## config.mk

```make
export PLATFORM = sky130hd
export DESIGN_NAME = lct_register_bank
export DESIGN_NICKNAME = d
export VERILOG_FILES = /design/src/lct_pkg.sv /design/src/lct_register_bank.sv /design/src/lct_cycle_timer.sv
export SDC_FILE = /design/constraint.sdc
export NUM_CORES = 1
export LEC_CHECK = 0
export BUFFER_PORTS_ARGS = -buffer_cell sky130_fd_sc_hd__buf_4
export CAP_MARGIN = 20
export CORE_MARGIN = 8
export CORE_UTILIZATION = 50
export DETAILED_ROUTE_END_ITERATION = 8
export MAX_ROUTING_LAYER = met4
export PLACE_DENSITY_LB_ADDON = 0.3
export SLEW_MARGIN = 20
export SYNTH_ARGS = -nofsm -noshare
export SYNTH_HDL_FRONTEND = slang
export SYNTH_SLANG_ARGS = --single-unit
```

## constraint.sdc

```tcl
create_clock -name clk -period 2.01 [get_ports clk]
set_clock_uncertainty 0.2 [all_clocks]
set_input_delay 0.1005 -clock clk [delete_from_list [all_inputs] [get_ports clk]]
set_output_delay 0.1005 -clock clk [all_outputs]
set_load 0.01 [all_outputs]
```

## src/lct_pkg.sv

```systemverilog
// Package: offsets, fields, reset values and carrier types for the link register bank
package lct_pkg;

   // ----------------------------------------------------------------
   // Register byte addresses
   // ----------------------------------------------------------------
   localparam logic [8:0] LCT_CTRL_ADDR   = 9'h004;
   localparam logic [8:0] LCT_ACK_ADDR    = 9'h008;
   localparam logic [8:0] LCT_ENABLE_ADDR = 9'h00c;
   localparam logic [8:0] LCT_DIAG_ADDR   = 9'h010;
   localparam logic [8:0] LCT_TIMER_ADDR  = 9'h014;

   // ----------------------------------------------------------------
   // Control register fields
   // ----------------------------------------------------------------
   localparam int LCT_NODE_IDENTITY_VALID_BIT     = 31;
   localparam int LCT_CYCLE_MASTER_ENABLE_BIT    = 11;
   localparam int LCT_CYCLE_SOURCE_SELECT_BIT    = 10;
   localparam int LCT_CYCLE_TIMER_ENABLE_BIT    = 9;
   localparam int LCT_TXREADY_BIT     = 6;
   localparam int LCT_ROOT_BIT        = 5;
   localparam int LCT_BUSYTYPE_BIT    = 4;
   localparam logic [31:0] LCT_CTRL_RESET = 32'h46000002;
   localparam logic [31:0] LCT_CTRL_WMASK = 32'hfe301e02;

   // ----------------------------------------------------------------
   // Acknowledge register fields
   // ----------------------------------------------------------------
   localparam int LCT_BUSRST_BIT      = 13;
   localparam int LCT_CYTMOUT_BIT     = 5;
   localparam logic [31:0] LCT_ACK_RESET  = 32'h00000000;
   localparam logic [31:0] LCT_EN_RESET   = 32'h00000000;

   // ----------------------------------------------------------------
   // Diagnostic field and cycle timer limits
   // ----------------------------------------------------------------
   localparam int LCT_ACKCODE_LSB     = 27;
   localparam int LCT_ACKCODE_W       = 4;
   localparam logic [11:0] LCT_OFFSET_MAX = 12'hbff;
   localparam logic [12:0] LCT_COUNT_MAX  = 13'h1f3f;
   localparam logic [6:0]  LCT_SECOND_MAX = 7'h7f;

   // ----------------------------------------------------------------
   // Carrier types
   // ----------------------------------------------------------------
   typedef struct packed {
      logic [6:0]  second_count;
      logic [12:0] cycle_count;
      logic [11:0] cycle_offset;
   } lct_time_t;

   typedef struct packed {
      lct_time_t time_val;
      logic      external_cycle_input_prev;
      logic      count_tick;
   } lct_timer_state_t;

   typedef struct packed {
      logic [31:0] ctrl;
      logic [31:0] ack;
      logic [31:0] enable;
      logic [3:0]  ack_code;
      logic        root;
      logic        master_off;
      logic        cycle_start;
      logic [7:0]  rdata;
   } lct_bank_state_t;

   typedef struct packed {
      logic [8:0] addr;
      logic       wr;
      logic       rd;
      logic [7:0] wdata;
   } lct_host_req_t;

endpackage

```

## src/lct_register_bank.sv

```systemverilog
// Register bank: cycle timer control, link status and interrupt acknowledge/enable
// What this block does
// - Source select set: external input rising edge bumps count, clears offset.
// - Source select clear: count bumps only when offset wraps past maximum.
// - Offset advances only while timer enable is set, otherwise holds except for the external-edge clear under source select.
// - Read-only transmitter ready flag reads one while transmitter idle.
// - Read-only root flag, refreshed automatically when self-identification ends.
// - Read-only next busy type flag: zero busy A, one busy B.
// - Read-only field holds last acknowledge code for async queue packets.
// - Writing one to a set acknowledge bit clears it.
// - Writing one to clear bit, or zero anywhere, changes nothing.
// - Enable register mirrors acknowledge layout, gating each condition.
// - Link and PHY conditions recorded as individual acknowledge bits.
// - Master and root send cycle start per count; timeout disables until toggled.
// - Bus reset start sets its acknowledge bit and clears identity valid.
`timescale 1ns/1ps
module lct_register_bank
   import lct_pkg::*;
(
   // Clock and reset
   input  wire logic        clk,
   input  wire logic        reset,
   // Host byte bus
   input  wire logic [8:0]  host_addr,
   input  wire logic        host_wr,
   input  wire logic        host_rd,
   input  wire logic [7:0]  host_wdata,
   output logic      [7:0]  host_rdata,
   // Link status inputs
   input  wire logic        tx_idle,
   input  wire logic        selfid_done,
   input  wire logic        selfid_root,
   input  wire logic        busy_next_b,
   input  wire logic        async_ack_valid,
   input  wire logic [3:0]  async_ack_code,
   input  wire logic [31:0] link_events,
   input  wire logic        bus_reset_start,
   input  wire logic        external_cycle_input,
   // Outputs to link
   output logic      [31:0] ctrl_out,
   output lct_time_t        cycle_time,
   output logic             cycle_start_req,
   output logic             irq
);

   lct_bank_state_t st_reg;
   lct_bank_state_t st_next;
   lct_host_req_t   req;
   lct_time_t       time_val;
   logic            count_tick;
   logic [31:0]     lane_mask;
   logic [31:0]     wword;
   logic [31:0]     ctrl_view;
   logic [31:0]     diag_view;
   logic [31:0]     timer_view;
   logic [31:0]     rword;
   logic [31:0]     set_bits;
   logic            master_was;
   logic            hit_ctrl;
   logic            hit_ack;
   logic            hit_enable;
   logic            hit_diag;
   logic            hit_timer;
   logic [31:0]     ack_next;

   assign req = '{addr: host_addr, wr: host_wr, rd: host_rd, wdata: host_wdata};

   // ----------------------------------------------------------------
   // Cycle timer
   // ----------------------------------------------------------------
   lct_cycle_timer u_timer (
      .clk                  (clk),
      .reset                (reset),
      .timer_enable         (st_reg.ctrl[LCT_CYCLE_TIMER_ENABLE_BIT]),
      .source_select        (st_reg.ctrl[LCT_CYCLE_SOURCE_SELECT_BIT]),
      .external_cycle_input (external_cycle_input),
      .time_out             (time_val),
      .count_tick           (count_tick)
   );

   // ----------------------------------------------------------------
   // Write lanes and event sets
   // ----------------------------------------------------------------
   assign lane_mask = 32'h000000ff << {req.addr[1:0], 3'b000};
   assign wword     = {4{req.wdata}};
   assign set_bits  = link_events | ({31'h00000000, bus_reset_start} << LCT_BUSRST_BIT);

   // ----------------------------------------------------------------
   // Address decode
   // ----------------------------------------------------------------
   always_comb begin
      hit_ctrl   = 1'b0;
      hit_ack    = 1'b0;
      hit_enable = 1'b0;
      hit_diag   = 1'b0;
      hit_timer  = 1'b0;
      if (req.addr[8:2] == LCT_CTRL_ADDR[8:2]) begin
         hit_ctrl = 1'b1;
      end else if (req.addr[8:2] == LCT_ACK_ADDR[8:2]) begin
         hit_ack = 1'b1;
      end else if (req.addr[8:2] == LCT_ENABLE_ADDR[8:2]) begin
         hit_enable = 1'b1;
      end else if (req.addr[8:2] == LCT_DIAG_ADDR[8:2]) begin
         hit_diag = 1'b1;
      end else if (req.addr[8:2] == LCT_TIMER_ADDR[8:2]) begin
         hit_timer = 1'b1;
      end
   end

   // ----------------------------------------------------------------
   // Acknowledge bits
   // ----------------------------------------------------------------
   for (genvar b = 0; b < 32; b++) begin : g_ack_bit
      logic clear_hit;
      assign clear_hit   = req.wr & hit_ack & lane_mask[b] & wword[b];
      assign ack_next[b] = set_bits[b] | (st_reg.ack[b] & ~clear_hit);
   end

   // ----------------------------------------------------------------
   // Read views
   // ----------------------------------------------------------------
   always_comb begin
      ctrl_view = st_reg.ctrl;
      ctrl_view[LCT_TXREADY_BIT]  = tx_idle;
      ctrl_view[LCT_ROOT_BIT]     = st_reg.root;
      ctrl_view[LCT_BUSYTYPE_BIT] = busy_next_b;
      diag_view = '0;
      diag_view[LCT_ACKCODE_LSB +: LCT_ACKCODE_W] = st_reg.ack_code;
      timer_view = time_val;
      if (hit_ctrl) begin
         rword = ctrl_view;
      end else if (hit_ack) begin
         rword = st_reg.ack;
      end else if (hit_enable) begin
         rword = st_reg.enable;
      end else if (hit_diag) begin
         rword = diag_view;
      end else if (hit_timer) begin
         rword = timer_view;
      end else begin
         rword = '0;
      end
   end

   // ----------------------------------------------------------------
   // Next state
   // ----------------------------------------------------------------
   always_comb begin
      st_next             = st_reg;
      st_next.cycle_start = 1'b0;
      master_was          = st_reg.ctrl[LCT_CYCLE_MASTER_ENABLE_BIT];

      if (req.rd) begin
         st_next.rdata = rword[{req.addr[1:0], 3'b000} +: 8];
      end

      if (req.wr) begin
         if (hit_ctrl) begin
            st_next.ctrl = (st_reg.ctrl & ~(lane_mask & LCT_CTRL_WMASK))
                         | (wword & lane_mask & LCT_CTRL_WMASK);
         end else if (hit_enable) begin
            st_next.enable = (st_reg.enable & ~lane_mask) | (wword & lane_mask);
         end
      end

      st_next.ack = ack_next;

      if (selfid_done) begin
         st_next.root = selfid_root;
         st_next.ctrl[LCT_NODE_IDENTITY_VALID_BIT] = 1'b1;
      end
      if (bus_reset_start) begin
         st_next.ctrl[LCT_NODE_IDENTITY_VALID_BIT] = 1'b0;
      end

      if (async_ack_valid) begin
         st_next.ack_code = async_ack_code;
      end

      if (!master_was) begin
         st_next.master_off = 1'b0;
      end
      if (set_bits[LCT_CYTMOUT_BIT]) begin
         st_next.master_off = 1'b1;
      end
      if (count_tick && master_was && st_reg.root && !st_reg.master_off) begin
         st_next.cycle_start = 1'b1;
      end
   end

   // ----------------------------------------------------------------
   // State register
   // ----------------------------------------------------------------
   always_ff @(posedge clk) begin
      if (reset) begin
         st_reg            <= '0;
         st_reg.ctrl       <= LCT_CTRL_RESET;
         st_reg.ack        <= LCT_ACK_RESET;
         st_reg.enable     <= LCT_EN_RESET;
      end else begin
         st_reg <= st_next;
      end
   end

   // ----------------------------------------------------------------
   // Outputs
   // ----------------------------------------------------------------
   assign host_rdata      = st_reg.rdata;
   assign ctrl_out        = ctrl_view;
   assign cycle_time      = time_val;
   assign cycle_start_req = st_reg.cycle_start;
   assign irq             = |(st_reg.ack & st_reg.enable);

endmodule // lct_register_bank

```

## src/lct_cycle_timer.sv

```systemverilog
// Cycle timer: offset, count and seconds counters with selectable cycle source
`timescale 1ns/1ps
module lct_cycle_timer
   import lct_pkg::*;
(
   // Clock and reset
   input  wire logic       clk,
   input  wire logic       reset,
   // Control
   input  wire logic       timer_enable,
   input  wire logic       source_select,
   input  wire logic       external_cycle_input,
   // Status
   output lct_time_t       time_out,
   output logic            count_tick
);

   lct_timer_state_t st_reg;
   lct_timer_state_t st_next;
   logic             ext_rise;
   logic             offset_wrap;

   // ----------------------------------------------------------------
   // Next state
   // ----------------------------------------------------------------
   always_comb begin
      st_next              = st_reg;
      st_next.external_cycle_input_prev = external_cycle_input;
      st_next.count_tick   = 1'b0;
      ext_rise             = external_cycle_input & ~st_reg.external_cycle_input_prev;
      offset_wrap          = timer_enable && (st_reg.time_val.cycle_offset == LCT_OFFSET_MAX);
      if (timer_enable) begin
         if (offset_wrap) begin
            st_next.time_val.cycle_offset = 12'h000;
         end else begin
            st_next.time_val.cycle_offset = st_reg.time_val.cycle_offset + 12'h001;
         end
      end
      if (source_select && ext_rise) begin
         st_next.time_val.cycle_offset = 12'h000;
         st_next.count_tick            = 1'b1;
      end else if (!source_select && offset_wrap) begin
         st_next.count_tick = 1'b1;
      end
      if (st_next.count_tick) begin
         if (st_reg.time_val.cycle_count == LCT_COUNT_MAX) begin
            st_next.time_val.cycle_count  = 13'h0000;
            st_next.time_val.second_count = st_reg.time_val.second_count + 7'h01;
         end else begin
            st_next.time_val.cycle_count = st_reg.time_val.cycle_count + 13'h0001;
         end
      end
   end

   // ----------------------------------------------------------------
   // State register
   // ----------------------------------------------------------------
   always_ff @(posedge clk) begin
      if (reset) begin
         st_reg <= '0;
      end else begin
         st_reg <= st_next;
      end
   end

   assign time_out   = st_reg.time_val;
   assign count_tick = st_reg.count_tick;

endmodule // lct_cycle_timer

```

==> metrics.txt <==
global-route wire length before repair=40.09 mm; Cell Area, Synth=6880 um2; EDFF count, synth=0; Die Span X=133.3 um; CP arrival=1.99 ns; max incr delay on CP=0.51 ns; Critical Path Start Type=register; Yosys reg bits=127; Worst Reg2Reg Path Length in Cells=6; via count=7397; Tcrit/Tclk final=113.9%; violated checks=negative setup slack; drt total wl=26.04 mm; TritonCTS Sinks=127; RSZ-0062 raised after global routing=yes; Synth async-reset ratio=0%; wire per inst=20.71 um; layout cells sized above 1=31.13%; fill count=1074; hold_ws=0.03661 ns; sequential share of the synthesized area=36.95%; IO Port Bufs=122; DR vias/cell=5.885; syn avg cell area=8.038 um2; CTS Buf Count=17; Setup TNS=-0.2796 ns; Hold Crit Class=in2reg; status=finished with violations; row count=43; crit path kind=reg2out; clk slew on worst S/H paths=0.06 ns; Layout Nets=1131; total I/O pin count=138; Final min period=2.290 ns; DRT iter0 DRCs=684; Worst Setup EP=irq; Critical Path RT=1.71 ns; Pleak=0.004075 uW; Worst R2R Setup Slack=0.02 ns; crit end category=output port; Critical Path Fanout Max=2; Netlist cell types=73; YS warnings=0; clk buf depth=2; placed insts=1159; peak supply drop=0.7752 mV; DRT antenna net count=0; TritonRoute pass-1 iters=5; Hold Vio Cnt, Final=0; Crit Reg-Reg Endpoint=u_timer.time_out[29]; initial antenna violation count=1; Final setup viols=1; Area after DPL=8265 um2; Residual DRC=0; reg2reg start=u_timer.time_out[13]; HPWL after DPL=18.62 mm; pwr/cell area=687.2 nW/um2; CTS H-tree depth=4; Die Span Y=133.3 um; Post-Synthesis Cells=856; Crit-path slowest cell=or4_4; number of max-cap violations=0; CORE AREA=13670 um2; Setup WS post-layout=-0.2796 ns; die area=17770 um2; clock root buffer=clkbuf_16; GRT overflow=0; pin count of the biggest net entering global routing=39; Final Non-Filler Cells=1257; Slew Limit Fails=0; GRT Total Usage=29.41%; Post-synth top flop=dfxtp_1; Finished Cell Area=9708 um2; RD Place Congestion=1.071; DP Worst Slack=-0.3141 ns; vias in the first global route=7276; crit-path cells=a22o_1 > a221oi_2 > nand3_1 > or4_4 > buf_6; worst skew pair latency=0.43 ns; TritonCTS clock tree=done; Initial Utilization=50.35%; area grow syn2layout=41.10%; fmax=436.8 MHz
metal layers:
layer	vias up	routed length, um	GRT usage (%)
met5	-	0	-
met4	0	907	13.23
met3	70	2064	6.965
met2	395	12590	47.05
met1	3529	10470	34.50
li1	3403	-	-
worst max-delay path: cells and delay by family, from the launching register on:
kind	cells	cell delay, ns
and+or+nand+nor	2	0.63
AOI/OAI and AO/OA	2	0.44
DFF	1	0.36
buffers and inverters	1	0.14
worst min-delay path by stage:
stage                         start            end  cells after the start
CTS                    host_addr[4]  host_rdata[5]                      4
global placement    bus_reset_start   ctrl_out[31]                      2
detailed placement  bus_reset_start   ctrl_out[31]                      2
finish                 host_addr[4]  host_rdata[5]                      4
global route           host_addr[4]  host_rdata[5]                      4
floorplan           bus_reset_start   ctrl_out[31]                      1
where the power goes:
group / leakage (uW) / internal [uW] / switching (uW)
Clock: 0.000306 / 2140 / 1190
Sequential: 0.00104 / 2580 / 69.5
Combinational: 0.00273 / 334 / 359
synthesized netlist by cell type, types with 3 or more instances:
master | instances | share of area, %
inv_1 | 14 | 0.76
and3_1 | 7 | 0.64
nor2b_1 | 8 | 0.73
a221oi_1 | 7 | 0.89
o22ai_1 | 3 | 0.27
a21oi_1 | 76 | 5.5
a31oi_1 | 6 | 0.55
nor4_1 | 3 | 0.27
nor3b_1 | 3 | 0.33
o32ai_1 | 4 | 0.51
a211oi_1 | 3 | 0.33
xor2_1 | 17 | 2.2
buf_4 | 72 | 7.9
o211ai_1 | 5 | 0.55
a22o_1 | 4 | 0.51
mux2_2 | 10 | 1.6
o2111ai_1 | 8 | 1.0
buf_1 | 6 | 0.33
clkbuf_1 | 45 | 2.5
nand4_1 | 7 | 0.64
nor2_1 | 96 | 5.2
mux2i_1 | 27 | 3.9
nand2b_1 | 8 | 0.73
ha_1 | 3 | 0.55
nand2_1 | 68 | 3.7
nand3_1 | 86 | 6.3
o21ai_0 | 23 | 1.7
a211o_1 | 4 | 0.51
a32o_1 | 3 | 0.44
dfxtp_1 | 127 | 37
a22oi_1 | 17 | 1.9
o21bai_1 | 4 | 0.44
xnor2_1 | 5 | 0.64
buf_2 | 10 | 0.73
o31ai_1 | 7 | 0.76
nor3_1 | 8 | 0.58
or4_1 | 7 | 0.76
per-stage QoR:
step / utilization, % / total power [uW]
final: 71.04 / 6671
after global routing: 71.04 / 6852
after CTS: 69.98 / 6650
after detailed placement: 60.48 / 3264
after global placement: 60.48 / 3263
after floorplan: - / 2977
timing repair:
item | CTS | global route
pin swaps | 8 | 11
gates resized for setup | 11 | 26
endpoints found under the setup margin | 14 | 22
setup buffers | 4 | 4
endpoints found under the hold margin | 104 | 0
hold buffers | 58 | 0
placed cells by master (no fill, tap or decap), types with 6 or more instances in the layout:
cell | netlist | routed
inv_1 | 14 | 14
dfxtp_2 | 0 | 7
a21oi_1 | 76 | 73
nand3_1 | 86 | 85
dfxtp_1 | 127 | 119
and3_1 | 7 | 7
nand2b_1 | 8 | 8
nor2_2 | 1 | 7
a22oi_1 | 17 | 17
mux2_2 | 10 | 10
dlygate4sd3_1 | 0 | 58
nor2b_1 | 8 | 8
clkbuf_16 | 0 | 17
nor3_1 | 8 | 8
nand2_1 | 68 | 66
buf_6 | 0 | 7
o2111ai_1 | 8 | 8
o21ai_0 | 23 | 23
xor2_1 | 17 | 17
nor2_1 | 96 | 90
buf_4 | 72 | 241
mux2i_1 | 27 | 27
a31oi_1 | 6 | 6
conb_1 | 1 | 15
nand4_1 | 7 | 7
kinds of logic (layout without fill, tap and decap cells):
kind of cell	after synthesis	after routing	share of synthesized area (%)
compound gates	197	197	18.77
xor+xnor	22	22	2.800
fa+ha+maj	3	3	0.5456
buf+inv	148	354	12.18
flops	127	127	36.95
mux	39	39	6.219
other cells	1	16	0.05450
simple gates	319	319	22.48
final cells by class:
type	count	area, um2	share of cell area (%)
timing repair buffer	308	2509	25.84
clock buffer	19	452.9	4.666
tap	180	225.2	2.320
antenna	1	2.502	0.02578
inverter	15	56.30	0.5800
sequential	127	2555	26.32
multi-input combinational	595	3724	38.36
clock inverter	12	183.9	1.895
No activity file was read; power rests on OpenSTA's default activity.
